`src/common/spimsp_pkg.sv`:
```
// spimsp_pkg: constants, types and helpers of the byte-wide serial port.
// assumes: one 100 MHz clock; registers reached through a plain strobe port.
`default_nettype none

package spimsp_pkg;

  // ************************************************************
  // register offsets (plain port, two address bits)
  // ************************************************************
  localparam logic [1:0] SPIMSP_OFS_CTRL = 2'h0;
  localparam logic [1:0] SPIMSP_OFS_STAT = 2'h1;
  localparam logic [1:0] SPIMSP_OFS_DATA = 2'h2;

  // ************************************************************
  // field positions
  // ************************************************************
  localparam int CTRL_XFER_IRQ_ENABLE   = 7;
  localparam int CTRL_SERIAL_ENABLE     = 6;
  localparam int CTRL_BIT_ORDER_LSB     = 5;
  localparam int CTRL_MASTER_SELECT     = 4;
  localparam int CTRL_CLOCK_IDLE_LEVEL  = 3;
  localparam int CTRL_CLOCK_SAMPLE_EDGE = 2;
  localparam int CTRL_RATE_SEL_HI       = 1;
  localparam int CTRL_RATE_SEL_LO       = 0;
  localparam int STAT_XFER_DONE_FLAG    = 7;
  localparam int STAT_WRITE_COLLISION   = 6;
  localparam int STAT_DOUBLE_RATE       = 0;

  // ************************************************************
  // reset values and transfer shape
  // ************************************************************
  localparam logic [7:0] SPIMSP_CTRL_RST = 8'h00;
  localparam logic [7:0] SPIMSP_STAT_RST = 8'h00;
  localparam logic [7:0] SPIMSP_DATA_RST = 8'h00;
  localparam logic [2:0] SPIMSP_LAST_BIT  = 3'h7;
  localparam logic [3:0] SPIMSP_LAST_EDGE = 4'hf;

  // sck divide ratio, indexed by {double_rate, rate_sel_hi, rate_sel_lo}
  localparam int unsigned SPIMSP_SCK_DIV [8] = '{4, 16, 64, 128, 2, 8, 32, 64};

  typedef enum logic [1:0] {
    SPIMSP_ST_IDLE  = 2'b00,
    SPIMSP_ST_SHIFT = 2'b01,
    SPIMSP_ST_DONE  = 2'b11
  } spimsp_state_t;

  typedef struct packed {
    logic sck;
    logic mosi;
    logic miso;
    logic ss_n;
  } spimsp_pin_in_t;

  // user-defined pin directions and the slave-select general output level
  typedef struct packed {
    logic sck_out;
    logic mosi_out;
    logic miso_out;
    logic ss_out;
    logic ss_level;
  } spimsp_dir_t;

  typedef struct packed {
    logic sck;
    logic sck_oe;
    logic mosi;
    logic mosi_oe;
    logic miso;
    logic miso_oe;
    logic ss;
    logic ss_oe;
  } spimsp_pin_out_t;

  // bit that leaves the shift register next
  function automatic logic spimsp_head(input logic [7:0] sh, input logic lsb);
    return lsb ? sh[0] : sh[7];
  endfunction

  function automatic logic [7:0] spimsp_shift(input logic [7:0] sh, input logic b,
                                              input logic lsb);
    return lsb ? {b, sh[7:1]} : {sh[6:0], b};
  endfunction

endpackage

`default_nettype wire

```
`src/logic/spimsp_core.sv`:
```
// spimsp_core: byte-wide serial port, master or slave, with its three registers.
// assumes: pins already synchronous to clk_i; pad directions decided by dir_i.
//
// Chosen here: the address map and the address-and-strobe port.

`timescale 1ns/1ps
`default_nettype none

module spimsp_core
  import spimsp_pkg::*;
#(
  parameter int unsigned HALF_W = 7
)(
  // clock, reset, enable
  input  wire logic            clk_i,
  input  wire logic            rst_i,
  input  wire logic            ce_i,
  // register port
  input  wire logic [1:0]      addr_i,
  input  wire logic [7:0]      wdata_i,
  input  wire logic            wr_i,
  input  wire logic            rd_i,
  output logic      [7:0]      rdata_o,
  // interrupt handshake with the cpu
  input  wire logic            gie_i,
  input  wire logic            irq_ack_i,
  output logic                 irq_o,
  // serial pins
  input  wire spimsp_pin_in_t  pin_i,
  input  wire spimsp_dir_t     dir_i,
  output spimsp_pin_out_t      pin_o
);

  // ************************************************************
  // elaboration check
  // ************************************************************
  generate
    if (HALF_W < 7)
    begin : g_bad_width
      $error("HALF_W must hold a half period of 64 clocks");
    end
  endgenerate

  // ************************************************************
  // state
  // ************************************************************
  logic [7:0]          ctrl_r;
  logic [7:0]          sh_r;
  logic [7:0]          rxbuf_r;
  logic [7:0]          rdata_r;
  logic                done_r;
  logic                coll_r;
  logic                dbl_r;
  logic                arm_done_r;
  logic                arm_coll_r;
  spimsp_state_t       st_r;
  logic [HALF_W-1:0]   hc_r;
  logic [3:0]          ec_r;
  logic [2:0]          bits_r;
  logic                sck_ph_r;
  logic                xfer_r;
  logic                out_bit_r;
  logic                sck_prev_r;

  // ************************************************************
  // decode
  // ************************************************************
  logic                en;
  logic                mst;
  logic                clock_idle_level;
  logic                clock_sample_edge;
  logic                lsb;
  logic                wr_ctrl;
  logic                wr_stat;
  logic                wr_data;
  logic                rd_stat;
  logic                data_acc;
  logic                mode_fault;
  logic                slave_sel;
  logic [HALF_W-1:0]   half;
  logic                m_tick;
  logic                lead;
  logic                trail;
  logic                sample_ev;
  logic                setup_ev;
  logic                rx_bit;
  logic [7:0]          sh_shift;
  logic                busy;
  logic                last_sample;
  logic                done_ev;
  logic                start;

  assign en        = ctrl_r[CTRL_SERIAL_ENABLE];
  assign mst       = ctrl_r[CTRL_MASTER_SELECT];
  assign clock_idle_level      = ctrl_r[CTRL_CLOCK_IDLE_LEVEL];
  assign clock_sample_edge      = ctrl_r[CTRL_CLOCK_SAMPLE_EDGE];
  assign lsb       = ctrl_r[CTRL_BIT_ORDER_LSB];
  assign wr_ctrl   = wr_i && (addr_i == SPIMSP_OFS_CTRL);
  assign wr_stat   = wr_i && (addr_i == SPIMSP_OFS_STAT);
  assign wr_data   = wr_i && (addr_i == SPIMSP_OFS_DATA);
  assign rd_stat   = rd_i && (addr_i == SPIMSP_OFS_STAT);
  assign data_acc  = (wr_i || rd_i) && (addr_i == SPIMSP_OFS_DATA);

  assign mode_fault = en && mst && !dir_i.ss_out && !pin_i.ss_n;
  assign slave_sel  = en && !mst && !pin_i.ss_n;

  // rate bits only matter to the master clock generator
  assign half   = HALF_W'(SPIMSP_SCK_DIV[{dbl_r, ctrl_r[CTRL_RATE_SEL_HI],
                                          ctrl_r[CTRL_RATE_SEL_LO]}] / 2);
  assign m_tick = (st_r == SPIMSP_ST_SHIFT) && (hc_r == half - HALF_W'(1));

  // slave edges come from the sampled pin; each phase must span > 2 clocks
  always_comb
  begin
    if (mst)
    begin
      lead  = m_tick && !ec_r[0];
      trail = m_tick && ec_r[0];
    end
    else
    begin
      lead  = slave_sel && (sck_prev_r == clock_idle_level) && (pin_i.sck != clock_idle_level);
      trail = slave_sel && (sck_prev_r != clock_idle_level) && (pin_i.sck == clock_idle_level);
    end
  end

  assign sample_ev   = clock_sample_edge ? trail : lead;
  assign setup_ev    = clock_sample_edge ? lead : trail;
  assign rx_bit      = mst ? pin_i.miso : pin_i.mosi;
  assign sh_shift    = spimsp_shift(sh_r, rx_bit, lsb);
  assign busy        = mst ? (st_r != SPIMSP_ST_IDLE) : (xfer_r || lead);
  assign last_sample = sample_ev && (bits_r == SPIMSP_LAST_BIT) && (mst || xfer_r);
  assign done_ev     = (mst && st_r == SPIMSP_ST_DONE) || (!mst && last_sample);
  assign start       = wr_data && en && mst && !mode_fault && (st_r == SPIMSP_ST_IDLE);

  // ************************************************************
  // control and double-rate bits
  // ************************************************************
  always_ff @(posedge clk_i)
  begin
    if (rst_i)
      ctrl_r <= SPIMSP_CTRL_RST;
    else if (ce_i)
    begin
      if (wr_ctrl)
        ctrl_r <= wdata_i;
      else if (mode_fault)
        ctrl_r[CTRL_MASTER_SELECT] <= 1'b0;
    end
  end

  always_ff @(posedge clk_i)
  begin
    if (rst_i)
      dbl_r <= SPIMSP_STAT_RST[STAT_DOUBLE_RATE];
    else if (ce_i && wr_stat)
      dbl_r <= wdata_i[STAT_DOUBLE_RATE];
  end

  // ************************************************************
  // master clock generator
  // ************************************************************
  always_ff @(posedge clk_i)
  begin
    if (rst_i)
    begin
      st_r     <= SPIMSP_ST_IDLE;
      hc_r     <= '0;
      ec_r     <= 4'h0;
      sck_ph_r <= 1'b0;
    end
    else if (ce_i)
    begin
      case (st_r)
        SPIMSP_ST_IDLE:
        begin
          hc_r     <= '0;
          ec_r     <= 4'h0;
          sck_ph_r <= 1'b0;
          if (start)
            st_r <= SPIMSP_ST_SHIFT;
        end
        SPIMSP_ST_SHIFT:
        begin
          // a fault or disable aborts; sck falls back to idle level
          if (mode_fault || !en || !mst)
          begin
            st_r     <= SPIMSP_ST_IDLE;
            sck_ph_r <= 1'b0;
          end
          else if (m_tick)
          begin
            hc_r     <= '0;
            sck_ph_r <= !sck_ph_r;
            ec_r     <= ec_r + 4'h1;
            if (ec_r == SPIMSP_LAST_EDGE)
              st_r <= SPIMSP_ST_DONE;
          end
          else
            hc_r <= hc_r + HALF_W'(1);
        end
        SPIMSP_ST_DONE:
          st_r <= SPIMSP_ST_IDLE;
        default:
          st_r <= SPIMSP_ST_IDLE;
      endcase
    end
  end

  // ************************************************************
  // shift register, bit count, receive buffer
  // ************************************************************
  always_ff @(posedge clk_i)
  begin
    if (rst_i)
      sck_prev_r <= 1'b0;
    else if (ce_i)
      sck_prev_r <= pin_i.sck;
  end

  always_ff @(posedge clk_i)
  begin
    if (rst_i)
    begin
      bits_r <= 3'h0;
      xfer_r <= 1'b0;
    end
    else if (ce_i)
    begin
      if (start || (!mst && !slave_sel))
      begin
        bits_r <= 3'h0;
        xfer_r <= 1'b0;
      end
      else if (last_sample && !mst)
      begin
        bits_r <= 3'h0;
        xfer_r <= 1'b0;
      end
      else
      begin
        // every byte opens with a leading edge
        if (!mst && lead)
          xfer_r <= 1'b1;
        if (sample_ev && (mst || xfer_r || lead))
          bits_r <= bits_r + 3'h1;
      end
    end
  end

  always_ff @(posedge clk_i)
  begin
    if (rst_i)
      sh_r <= SPIMSP_DATA_RST;
    else if (ce_i)
    begin
      if (wr_data && !busy)
        sh_r <= wdata_i;
      else if (sample_ev && (mst || xfer_r || lead))
        sh_r <= sh_shift;
    end
  end

  // output bit held apart from the shift register so a sample never moves it
  always_ff @(posedge clk_i)
  begin
    if (rst_i)
      out_bit_r <= 1'b0;
    else if (ce_i)
    begin
      if (wr_data && !busy)
        out_bit_r <= spimsp_head(wdata_i, lsb);
      else if (setup_ev || !busy)
        out_bit_r <= spimsp_head(sh_r, lsb);
    end
  end

  always_ff @(posedge clk_i)
  begin
    if (rst_i)
      rxbuf_r <= SPIMSP_DATA_RST;
    else if (ce_i && last_sample)
      rxbuf_r <= sh_shift;
  end

  // ************************************************************
  // flags; a setting event wins over a clear in the same cycle
  // ************************************************************
  always_ff @(posedge clk_i)
  begin
    if (rst_i)
    begin
      done_r <= SPIMSP_STAT_RST[STAT_XFER_DONE_FLAG];
      coll_r <= SPIMSP_STAT_RST[STAT_WRITE_COLLISION];
    end
    else if (ce_i)
    begin
      if (done_ev || mode_fault)
        done_r <= 1'b1;
      else if (irq_ack_i || ((arm_done_r || arm_coll_r) && data_acc))
        done_r <= 1'b0;
      if (wr_data && busy)
        coll_r <= 1'b1;
      else if (arm_coll_r && data_acc)
        coll_r <= 1'b0;
    end
  end

  always_ff @(posedge clk_i)
  begin
    if (rst_i)
    begin
      arm_done_r <= 1'b0;
      arm_coll_r <= 1'b0;
    end
    else if (ce_i)
    begin
      if (rd_stat)
      begin
        arm_done_r <= done_r;
        arm_coll_r <= coll_r;
      end
      else if (data_acc)
      begin
        arm_done_r <= 1'b0;
        arm_coll_r <= 1'b0;
      end
    end
  end

  // ************************************************************
  // read port
  // ************************************************************
  always_ff @(posedge clk_i)
  begin
    if (rst_i)
      rdata_r <= 8'h00;
    else if (ce_i)
    begin
      rdata_r <= 8'h00;
      if (rd_i)
      begin
        case (addr_i)
          SPIMSP_OFS_CTRL: rdata_r <= ctrl_r;
          SPIMSP_OFS_STAT: rdata_r <= {done_r, coll_r, 5'h00, dbl_r};
          SPIMSP_OFS_DATA: rdata_r <= rxbuf_r;
          default:         rdata_r <= 8'h00;
        endcase
      end
    end
  end

  assign rdata_o = rdata_r;
  assign irq_o   = done_r && ctrl_r[CTRL_XFER_IRQ_ENABLE] && gie_i;

  // ************************************************************
  // pins
  // ************************************************************
  always_comb
  begin
    pin_o.sck     = clock_idle_level ^ sck_ph_r;
    pin_o.sck_oe  = en && mst && dir_i.sck_out;
    pin_o.mosi    = out_bit_r;
    pin_o.mosi_oe = en && mst && dir_i.mosi_out;
    pin_o.miso    = out_bit_r;
    pin_o.miso_oe = slave_sel && dir_i.miso_out;
    pin_o.ss      = dir_i.ss_level;
    pin_o.ss_oe   = dir_i.ss_out && !(en && !mst);
  end

  // ************************************************************
  // assertions
  // ************************************************************
  a_irq_gate: assert property (@(posedge clk_i) disable iff (rst_i)
    irq_o |-> done_r && ctrl_r[CTRL_XFER_IRQ_ENABLE] && gie_i)
    else $error("interrupt raised without flag and both enables");

  a_fault_drop: assert property (@(posedge clk_i) disable iff (rst_i)
    (ce_i && mode_fault && !wr_ctrl) |=> !mst && done_r && !pin_o.sck_oe)
    else $error("mode fault did not drop to slave with flag");

  a_ss_output: assert property (@(posedge clk_i) disable iff (rst_i)
    (ce_i && en && mst && dir_i.ss_out && !wr_ctrl) |=> mst)
    else $error("slave select output disturbed master mode");

  a_off_quiet: assert property (@(posedge clk_i) disable iff (rst_i)
    (ce_i && !en) |-> !pin_o.miso_oe && !pin_o.mosi_oe ##1 (st_r != SPIMSP_ST_SHIFT))
    else $error("serial activity while disabled");

  a_desel_reset: assert property (@(posedge clk_i) disable iff (rst_i)
    (ce_i && !mst && pin_i.ss_n && !wr_ctrl) |=> (bits_r == 3'h0) && !xfer_r)
    else $error("slave logic not reset on deselect");

  a_miso_drive: assert property (@(posedge clk_i) disable iff (rst_i)
    pin_o.miso_oe |-> !mst && !pin_i.ss_n && en)
    else $error("miso driven while not selected");

  a_coll_keep: assert property (@(posedge clk_i) disable iff (rst_i)
    (ce_i && wr_data && busy && !sample_ev) |=> coll_r && (sh_r == $past(sh_r)))
    else $error("collision not flagged or byte disturbed");

  a_byte_len: assert property (@(posedge clk_i) disable iff (rst_i)
    (ce_i && en && mst && !mode_fault && m_tick && ec_r == SPIMSP_LAST_EDGE)
    |=> (st_r == SPIMSP_ST_DONE) && (bits_r == 3'h0) ##1 done_r)
    else $error("master byte not eight bits or flag missing");

  a_rx_buffer: assert property (@(posedge clk_i) disable iff (rst_i)
    (ce_i && last_sample) |=> rxbuf_r == $past(sh_shift))
    else $error("receive buffer not updated at byte end");

  a_res_zero: assert property (@(posedge clk_i) disable iff (rst_i)
    (ce_i && rd_stat) |=> (rdata_o[5:1] == 5'h00) && (rdata_o[7] == $past(done_r)))
    else $error("status read wrong");

  a_flag_clear: assert property (@(posedge clk_i) disable iff (rst_i)
    (ce_i && arm_done_r && data_acc && !done_ev && !mode_fault) |=> !done_r)
    else $error("done flag survived clear sequence");

  a_rate_tick: assert property (@(posedge clk_i) disable iff (rst_i)
    (ce_i && start && dbl_r && ctrl_r[1:0] == 2'b00) |=> m_tick ##1 m_tick)
    else $error("fastest sck half period wrong");

endmodule

`default_nettype wire

```
`config.mk`:
```
export PLATFORM = sky130hd
export DESIGN_NAME = spimsp_core
export DESIGN_NICKNAME = d
export VERILOG_FILES = /design/src/common/spimsp_pkg.sv /design/src/logic/spimsp_core.sv
export SDC_FILE = /design/constraint.sdc
export NUM_CORES = 1
export LEC_CHECK = 0
export ABC_AREA = 1
export BUFFER_PORTS_ARGS = -buffer_cell sky130_fd_sc_hd__clkbuf_2
export CORE_ASPECT_RATIO = 0.8
export CORE_MARGIN = 2
export CORE_UTILIZATION = 50
export CTS_CLUSTER_DIAMETER = 200
export CTS_CLUSTER_SIZE = 40
export DETAILED_ROUTE_END_ITERATION = 7
export GPL_TIMING_DRIVEN = 0
export PLACE_DENSITY = 0.74
export SLEW_MARGIN = 5
export SYNTH_ARGS = -nofsm -noshare
export SYNTH_HDL_FRONTEND = slang
export SYNTH_SLANG_ARGS = --single-unit
```
`constraint.sdc`:
```
create_clock -name clk_i -period 2.45 [get_ports clk_i]
set_clock_uncertainty 0.1 [all_clocks]
set_input_delay 0.49 -clock clk_i [delete_from_list [all_inputs] [get_ports clk_i]]
set_output_delay 0.49 -clock clk_i [all_outputs]
set_load 0.05 [all_outputs]
```
==> results of run 1 <==
## layout make-up
type / instances / share of cell area, %
Tap cell: 81 / 2.54
Clock inverter: 5 / 3.13
Inverter: 48 / 4.69
Clock buffer: 11 / 3.79
Timing Repair Buffer: 51 / 7.73
Sequential cell: 57 / 28.7
Buffer: 17 / 2.50
Multi-Input combinational cell: 342 / 46.9
## registers in the layout, indices dropped and copies added, names as in the netlist, 2 cells and up
name,cells
bits_r,3
sh_r,8
st_r,2
rxbuf_r,8
hc_r,7
rdata_o,8
ec_r,4
ctrl_r,8
## what timing repair did
action                                 CTS  global route
cloned                                   1             0
pin swaps                               11            19
resized for setup                       17            43
setup endpoints to repair               22            36
hold buffers                             0             0
buffers inserted                         7             5
endpoints found under the hold margin    0             0
## cell usage after synthesis, drive strengths merged
library cell    n
nor2           62
dfxtp          57
nand4          11
buf            10
a21oi          43
o21ai          40
nand2         113
and3            1
mux2i           6
o21a            8
and2            1
clkbuf          7
nand3b          1
o211ai          1
ha              5
or3             2
o221ai          1
a22o            1
xor2            8
o31ai           1
o2111ai         1
nand3          28
xnor2           1
inv            48
nor3            3
a211oi          2
a21boi          1
## critical path: stages, from the launching register on
cell     delay [ns]
dfxtp_4        0.37
nor2_4         0.15
nand2_2        0.09
ha_4           0.28
nor2_2         0.04
nor2_2         0.11
nand2_1        0.06
nor2_1         0.10
nand2_1        0.08
nor2_2         0.14
nand4_1        0.18
nand3_2        0.15
and2_4         0.18
nand2_4        0.06
nor2_8         0.14
buf_8          0.14
a21oi_2        0.06
o21a_1         0.11
## metal layers
metal | GRT usage, % | wire length, um
met2 | 43.6 | 4290
met3 | 6.61 | 812
met4 | 11.8 | 200
met5 | 0 | 0
met1 | 34.1 | 3960
## logic make-up (layout without fill, tap and decap cells)
| kind of cell | count (synthesis) | in the layout |
|---|---|---|
| xor+xnor | 9 | 9 |
| flops | 57 | 57 |
| simple gates | 222 | 223 |
| mux | 6 | 6 |
| buf+inv | 65 | 132 |
| compound gates | 99 | 99 |
| fa+ha+maj | 5 | 5 |
## stage by stage
| stage | hold slack (ns) | std cells | worst slack [ns] | instance area (um^2) | util (%) |
|---|---|---|---|---|---|
| after floorplan | 0.339 | 463 | 0.0727 | 3130 | - |
| after global placement | 0.347 | 583 | -0.224 | 3420 | 57.3 |
| after detailed placement | 0.355 | 583 | -0.296 | 3420 | 57.3 |
| after CTS | 0.275 | 607 | -0.136 | 3830 | 64.1 |
| after global routing | 0.291 | 612 | -0.307 | 4000 | 66.9 |
| final | 0.282 | 612 | -0.171 | 4000 | 66.9 |
## power by group
| group | total, W | leakage (nW) | internal (W) | switching (W) |
|---|---|---|---|---|
| Combinational | 0.000310 | 1.16 | 0.000102 | 0.000208 |
| Sequential | 0.000965 | 0.462 | 0.000944 | 0.0000215 |
| Clock | 0.00122 | 0.140 | 0.000832 | 0.000392 |
## path summary, 6_finish.rpt
check | from | to | slack (ns) | cells past startpoint
worst max-delay path | ctrl_r[0]$_SDFFE_PP0P_ | rxbuf_r[0]$_SDFFE_PP0P_ | -0.17 | 17
worst min-delay path | wdata_i[3] | ctrl_r[3]$_SDFFE_PP0P_ | 0.28 | 3
worst min register to register | arm_done_r$_SDFFE_PP0P_ | arm_done_r$_SDFFE_PP0P_ | 0.37 | 2
worst max register to register | ctrl_r[0]$_SDFFE_PP0P_ | rxbuf_r[0]$_SDFFE_PP0P_ | -0.17 | 17
==> impl_table.tex, run 1 <==
\begin{tabular}{lr}
\hline
Metric & Value \\
\hline
\multicolumn{2}{l}{\textbf{Outcome}} \\
\quad Status & complete, but fails checks \\
\quad Violations in the final reports & negative setup slack \\
\multicolumn{2}{l}{\textbf{Clock network}} \\
\quad Clock insertion delay at the later pin of the skew report & 0.35 ns \\
\quad Sink Count & 57 \\
\quad Number of buffers inserted during clock tree synthesis & 9 \\
\quad Number of buffers between clock root and the deepest sink & 2 \\
\quad Clock Root Buffer & clkbuf\_8 \\
\quad CTS clock-pin slew for the worst setup and hold paths & 0.06 ns \\
\quad H-Tree Level Count & 3 \\
\quad CTS tree & done \\
\multicolumn{2}{l}{\textbf{Finish}} \\
\quad Number of filler instances in the final layout & 501 \\
\quad Diodes inserted & 0 \\
\quad Commonest cells after routing, fill and taps aside & nand2\_1, dfxtp\_1, nor2\_1, inv\_1, clkbuf\_2 \\
\quad Seq. cell area & 1150 um\^{}2 \\
\quad Multi-input combinational cell area & 1870 um\^{}2 \\
\quad Total Nets Final & 557 \\
\quad Most common cell after layout, fill and taps aside & nand2\_1 \\
\quad Share of post-route cells with drive strength above 1 & 24.1\% \\
\quad Relative area change from synthesis to final layout & 27.9\% \\
\multicolumn{2}{l}{\textbf{Routing}} \\
\quad Initial detailed-routing violation count & 276 \\
\quad Wire per inst & 15.1 um \\
\quad DR pass1 iterations & 7 \\
\quad Total number of vias & 3351 \\
\quad Average vias per placed instance & 5.48 \\
\quad Antenna viol nets, final & 0 \\
\quad Routed Wire Length & 9260 um \\
\quad Residual DRC & 0 \\
\multicolumn{2}{l}{\textbf{Power}} \\
\quad Total power draw & 0.00250 W \\
\quad Total power density per cell area & 625 nW/um\^{}2 \\
\quad Reported leakage power & 1.76 nW \\
\quad Maximum vdd ir drop & 0.430 mV \\
\multicolumn{2}{l}{\textbf{Logic synthesis}} \\
\quad Gate count after technology mapping & 463 \\
\quad Number of warnings issued by yosys & 0 \\
\quad Combinational family with the most area after synthesis & simple AND/OR/NAND/NOR gates \\
\quad Adder-cell share of the synthesized area & 2.00\% \\
\quad Area share of the leading cell type in the synthesized netlist & 36.5\% \\
\quad Post-synthesis xor/xnor area fraction & 2.52\% \\
\quad Post-synthesis compound-gate area fraction & 17.4\% \\
\quad Post-synthesis mux area share & 1.92\% \\
\quad Biggest area consumer among synthesized cells & dfxtp\_1 \\
\quad Synth Area per Inst & 6.75 um\^{}2 \\
\quad Flip-flop and latch count after synthesis & 57 \\
\quad Portion of the post-synthesis area used by sequential elements & 36.5\% \\
\quad Summed instance area of the synthesized netlist & 3130 um\^{}2 \\
\quad Leading cell types by total area after synthesis & dfxtp\_1, nand2\_1, nor2\_1, a21oi\_1, o21ai\_0 \\
\quad Synthesized-area fraction occupied by and/or/nand/nor cells & 30.9\% \\
\quad Syn nets & 494 \\
\quad Distinct cell type count of the synthesized netlist & 39 \\
\multicolumn{2}{l}{\textbf{Global routing}} \\
\quad Wire length of the first global-routing pass & 14200 um \\
\quad Pin count of the biggest net entering global routing & 11 \\
\quad Via count of the first global-routing pass & 2971 \\
\quad All-layer global routing usage & 26.7\% \\
\quad Initial antenna violation count & 0 \\
\quad GRT overflow & 0 \\
\multicolumn{2}{l}{\textbf{STA}} \\
\quad Final total negative setup slack & -2.43 ns \\
\quad Relative slew slack & 51.0\% \\
\quad RSZ-0062 raised after global routing & true \\
\quad Fin crit share & 107\% \\
\quad Max Clock Freq & 382 MHz \\
\quad Min Tclk post-route & 2.62 ns \\
\quad Worst slew pin tran & 0.733 ns \\
\quad Final Hold Viols & 0 \\
\quad Count of final setup violators & 20 \\
\quad Max-slew violations & 0 \\
\quad Worst Slack Setup Final & -0.171 ns \\
\multicolumn{2}{l}{\textbf{Place}} \\
\quad IO Port Bufs & 39 \\
\quad Dpl hpwl & 6270 um \\
\quad Gp weighted congestion & 0.917 \\
\multicolumn{2}{l}{\textbf{Die}} \\
\quad Die height & 74.7 um \\
\quad Floorplan die area & 6910 um\^{}2 \\
\quad Die width & 92.4 um \\
\quad Initial Util & 52.3\% \\
\quad Number of standard-cell rows in the floorplan & 25 \\
\quad Core Footprint & 5970 um\^{}2 \\
\quad Count of boundary I/O pins & 43 \\
\multicolumn{2}{l}{\textbf{Job}} \\
\quad Max Cap Viol & 0 \\
\multicolumn{2}{l}{\textbf{Min path}} \\
\quad Type of the worst min-delay path & in -> reg \\
\multicolumn{2}{l}{\textbf{Worst setup path}} \\
\quad Endpoint required time on the critical path & 2.59 ns \\
\quad Highest fanout seen on the critical path & 6 \\
\quad CP Data Arrival Time & 2.76 ns \\
\quad Crit Path Category & reg -> reg \\
\quad Element type at the critical path start & register \\
\quad Type of element capturing the critical path & register \\
\hline
\end{tabular}
(Power assumes the default switching activity.)
==> inputs of run 2 (changes only) <==
--- a/config.mk
+++ b/config.mk
@@ -14,7 +14,7 @@
 export CTS_CLUSTER_SIZE = 40
 export DETAILED_ROUTE_END_ITERATION = 7
 export GPL_TIMING_DRIVEN = 0
-export PLACE_DENSITY = 0.74
+export PLACE_DENSITY_LB_ADDON = 0.1
 export SLEW_MARGIN = 5
 export SYNTH_ARGS = -nofsm -noshare
 export SYNTH_HDL_FRONTEND = slang
==> run 2 against run 1 <==
The flow still finishes with violations (negative setup slack). Cell count up 0.49%. Flip-flop and latch count unchanged. Non-clock buffer count up 3. Combinational power down 2%. Worst hold slack better by 0.0025 ns. Sequential power about the same. Maximum frequency up 3.6%. Global-route usage down 0.70 points. Critical path type unchanged. Critical endpoint is now rxbuf_r[4]$_SDFFE_PP0P_.
==> impl_table.tex, run 2 (same netlist as run 1, synthesis figures left out) <==
\begin{tabular}{lr}
\hline
Metric & Value \\
\hline
\multicolumn{2}{l}{\textbf{Routing}} \\
\quad Routed Wire Length & 8870 um (was 9260 um) \\
\quad Total number of vias & 3298 (was 3351) \\
\quad Residual DRC & 0 (unchanged) \\
\quad DR pass1 iterations & 5 (was 7) \\
\quad Initial detailed-routing violation count & 209 (was 276) \\
\quad Average vias per placed instance & 5.36 (was 5.48) \\
\quad Antenna viol nets, final & 0 (unchanged) \\
\quad Wire per inst & 14.4 um (was 15.1 um) \\
\multicolumn{2}{l}{\textbf{Place}} \\
\quad Gp weighted congestion & 0.908 (was 0.917) \\
\quad IO Port Bufs & 39 (unchanged) \\
\quad Dpl hpwl & 6250 um (was 6270 um) \\
\quad Placed cell count & 583 (unchanged) \\
\multicolumn{2}{l}{\textbf{Finish}} \\
\quad Number of filler instances in the final layout & 536 (was 501) \\
\quad Core occupancy in the finished layout & 67.1\% (was 66.9\%) \\
\quad Commonest cells after routing, fill and taps aside & nand2\_1, dfxtp\_1, nor2\_1, inv\_1, clkbuf\_2 (unchanged) \\
\quad Diodes inserted & 0 (unchanged) \\
\quad Share of post-route cells with drive strength above 1 & 25.5\% (was 24.1\%) \\
\quad Number of standard cells in the layout, taps in and fillers out & 615 (was 612) \\
\quad Relative area change from synthesis to final layout & 28.3\% (was 27.9\%) \\
\quad Total Nets Final & 560 (was 557) \\
\quad Most common cell after layout, fill and taps aside & nand2\_1 (unchanged) \\
\multicolumn{2}{l}{\textbf{STA}} \\
\quad Worst Slack Setup Final & -0.0801 ns (was -0.171 ns) \\
\quad Final total negative setup slack & -0.879 ns (was -2.43 ns) \\
\quad Relative slew slack & 55.8\% (was 51.0\%) \\
\quad Fin crit share & 103\% (was 107\%) \\
\quad RSZ-0062 raised after global routing & true (unchanged) \\
\quad Final Hold Viols & 0 (unchanged) \\
\quad Count of final setup violators & 17 (was 20) \\
\quad Min Tclk post-route & 2.53 ns (was 2.62 ns) \\
\quad Worst slew pin tran & 0.661 ns (was 0.733 ns) \\
\quad Hold slack final & 0.285 ns (was 0.282 ns) \\
\quad Max-slew violations & 0 (unchanged) \\
\quad Max Clock Freq & 395 MHz (was 382 MHz) \\
\multicolumn{2}{l}{\textbf{Clock network}} \\
\quad Number of buffers between clock root and the deepest sink & 2 (unchanged) \\
\quad Clock insertion delay at the later pin of the skew report & 0.35 ns (about the same) \\
\quad Clock Root Buffer & clkbuf\_8 (unchanged) \\
\quad CTS tree & done (unchanged) \\
\quad Sink Count & 57 (unchanged) \\
\quad H-Tree Level Count & 3 (unchanged) \\
\quad Number of buffers inserted during clock tree synthesis & 9 (unchanged) \\
\quad CTS clock-pin slew for the worst setup and hold paths & 0.07 ns (was 0.06 ns) \\
\quad Number of buffers added to fix hold violations after cts & 0 (unchanged) \\
\multicolumn{2}{l}{\textbf{Worst setup path}} \\
\quad Top Family by Delay on Critical Path & simple AND/OR/NAND/NOR gates (unchanged) \\
\quad Buffers plus inverters on the worst setup path & 1 (unchanged) \\
\quad Cell type with the highest occurrence count on the critical path & nor2\_1 (was nor2\_2) \\
\quad CP Data Arrival Time & 2.67 ns (was 2.76 ns) \\
\quad Endpoint required time on the critical path & 2.59 ns (about the same) \\
\quad Element type at the critical path start & register (unchanged) \\
\quad Highest fanout seen on the critical path & 4 (was 6) \\
\quad Crit Path Category & reg -> reg (unchanged) \\
\quad Library cell contributing the largest single delay on the critical path & dfxtp\_4 (unchanged) \\
\quad Type of element capturing the critical path & register (unchanged) \\
\quad Critical path, cell by cell & nor2\_4, nand2\_2, ha\_4, nor2\_1, nor2\_1, nand2\_1, nor2\_1, nand2\_1, nor2\_2, nand4\_1, nand3\_2, and2\_4, nand2\_4, nor2\_8, buf\_6, a21oi\_1, o21a\_1 (was nor2\_4, nand2\_2, ha\_4, nor2\_2, nor2\_2, nand2\_1, nor2\_1, nand2\_1, nor2\_2, nand4\_1, nand3\_2, and2\_4, nand2\_4, nor2\_8, buf\_8, a21oi\_2, o21a\_1) \\
\quad Reg-to-reg slack, setup & -0.08 ns (was -0.17 ns) \\
\quad Critical path's largest stage delay & 0.36 ns (was 0.37 ns) \\
\multicolumn{2}{l}{\textbf{Die}} \\
\quad Core Footprint & 5970 um\^{}2 (unchanged) \\
\quad Die height & 74.7 um (unchanged) \\
\quad Initial Util & 52.3\% (unchanged) \\
\quad Count of boundary I/O pins & 43 (unchanged) \\
\quad Number of standard-cell rows in the floorplan & 25 (unchanged) \\
\quad Floorplan die area & 6910 um\^{}2 (unchanged) \\
\quad Die width & 92.4 um (unchanged) \\
\multicolumn{2}{l}{\textbf{Global routing}} \\
\quad GRT overflow & 0 (unchanged) \\
\quad Pin count of the biggest net entering global routing & 11 (unchanged) \\
\quad Initial antenna violation count & 0 (unchanged) \\
\quad All-layer global routing usage & 26.0\% (was 26.7\%) \\
\quad Via count of the first global-routing pass & 2957 (was 2971) \\
\quad Wire length of the first global-routing pass & 13800 um (was 14200 um) \\
\multicolumn{2}{l}{\textbf{Power}} \\
\quad Sequential share of power & 40.9\% (was 38.6\%) \\
\quad Clock network fraction of total power & 46.2\% (was 49.0\%) \\
\quad Total power density per cell area & 589 nW/um\^{}2 (was 625 nW/um\^{}2) \\
\quad Power share of the combinational group & 12.9\% (was 12.4\%) \\
\quad Maximum vdd ir drop & 0.505 mV (was 0.430 mV) \\
\quad Switching power share of the total & 25.9\% (was 24.9\%) \\
\quad Cell internal power dissipation & 0.00175 W (was 0.00188 W) \\
\quad Switching Power & 0.000612 W (was 0.000622 W) \\
\quad Reported leakage power & 1.76 nW (about the same) \\
\multicolumn{2}{l}{\textbf{Outcome}} \\
\quad Status & complete, but fails checks (unchanged) \\
\quad Violations in the final reports & negative setup slack (unchanged) \\
\multicolumn{2}{l}{\textbf{Min path}} \\
\quad Type of the worst min-delay path & in -> reg (unchanged) \\
\multicolumn{2}{l}{\textbf{Job}} \\
\quad Max Cap Viol & 0 (unchanged) \\
\hline
\end{tabular}
run 2: cell count changes in the layout (fill, tap and decap cells not counted), sizes merged:
cell / delta
buf: +3
clkinvlp: +1
bufinv: -1
run 2: repair_timing:
action,CTS,global route
cloned,1,0
setup buffers,9,6
pin swaps,11,18
setup endpoints to repair,21,36
resized for setup,16,49
run 2: power groups by stage:
stage	Sequential (W)	Combinational, W	Clock [W]
2_1_floorplan	0.000981	0.000176	0
3_3_place_gp	0.000985	0.000247	0
3_5_place_dp	0.000986	0.000250	0
4_1_cts	0.000965	0.000264	0.00111
5_1_grt	0.000966	0.000339	0.00114
6_report	0.000965	0.000305	0.00109
run 2: routing by layer:
metal / track usage [%] / up-vias / wire length, um
met5: 0 / - / 0
met4: 8.29 / 0 / 122
met3: 8.11 / 12 / 580
met2: 40.2 / 102 / 3990
met1: 35.1 / 1526 / 4180
li1: - / 1658 / -
run 2: layout make-up:
| cell class | count | area [um^2] | share of cell area, % |
|---|---|---|---|
| Multi-Input combinational cell | 342 | 1900 | 47.3 |
| Sequential cell | 57 | 1150 | 28.6 |
| Timing Repair Buffer | 54 | 332 | 8.27 |
| Inverter | 48 | 188 | 4.68 |
| Clock buffer | 11 | 141 | 3.53 |
| Clock inverter | 5 | 103 | 2.56 |
| Tap cell | 81 | 101 | 2.53 |
| Buffer | 17 | 100 | 2.50 |
run 2: through the flow:
| step | total power (W) | cell area, um^2 | worst slack (ns) |
|---|---|---|---|
| floorplan | 0.00116 | 3130 | 0.0727 |
| global placement | 0.00123 | 3420 | -0.183 |
| detailed placement | 0.00124 | 3420 | -0.215 |
| CTS | 0.00233 | 3800 | -0.0870 |
| global route | 0.00245 | 4010 | -0.309 |
| finish | 0.00236 | 4010 | -0.0801 |
run 2: worst paths after layout:
kind / start / endpoint / depth (start not counted)
hold / removal: wdata_i[6] / ctrl_r[6]$_SDFFE_PP0P_ / 3
setup / recovery: ctrl_r[0]$_SDFFE_PP0P_ / rxbuf_r[4]$_SDFFE_PP0P_ / 17
setup reg to reg: ctrl_r[0]$_SDFFE_PP0P_ / rxbuf_r[4]$_SDFFE_PP0P_ / 17
hold reg to reg: bits_r[1]$_SDFFE_PP0P_ / bits_r[1]$_SDFFE_PP0P_ / 2
run 2: worst register-to-register path, cell delays in order (launching register included):
cell and delay [ns]:
dfxtp_4 0.36, nor2_4 0.14, nand2_2 0.09, ha_4 0.27, nor2_1 0.04, nor2_1 0.10, nand2_1 0.05, nor2_1 0.11
nand2_1 0.08, nor2_2 0.13, nand4_1 0.15, nand3_2 0.13, and2_4 0.18, nand2_4 0.07, nor2_8 0.13, buf_6 0.12
a21oi_1 0.07, o21a_1 0.12
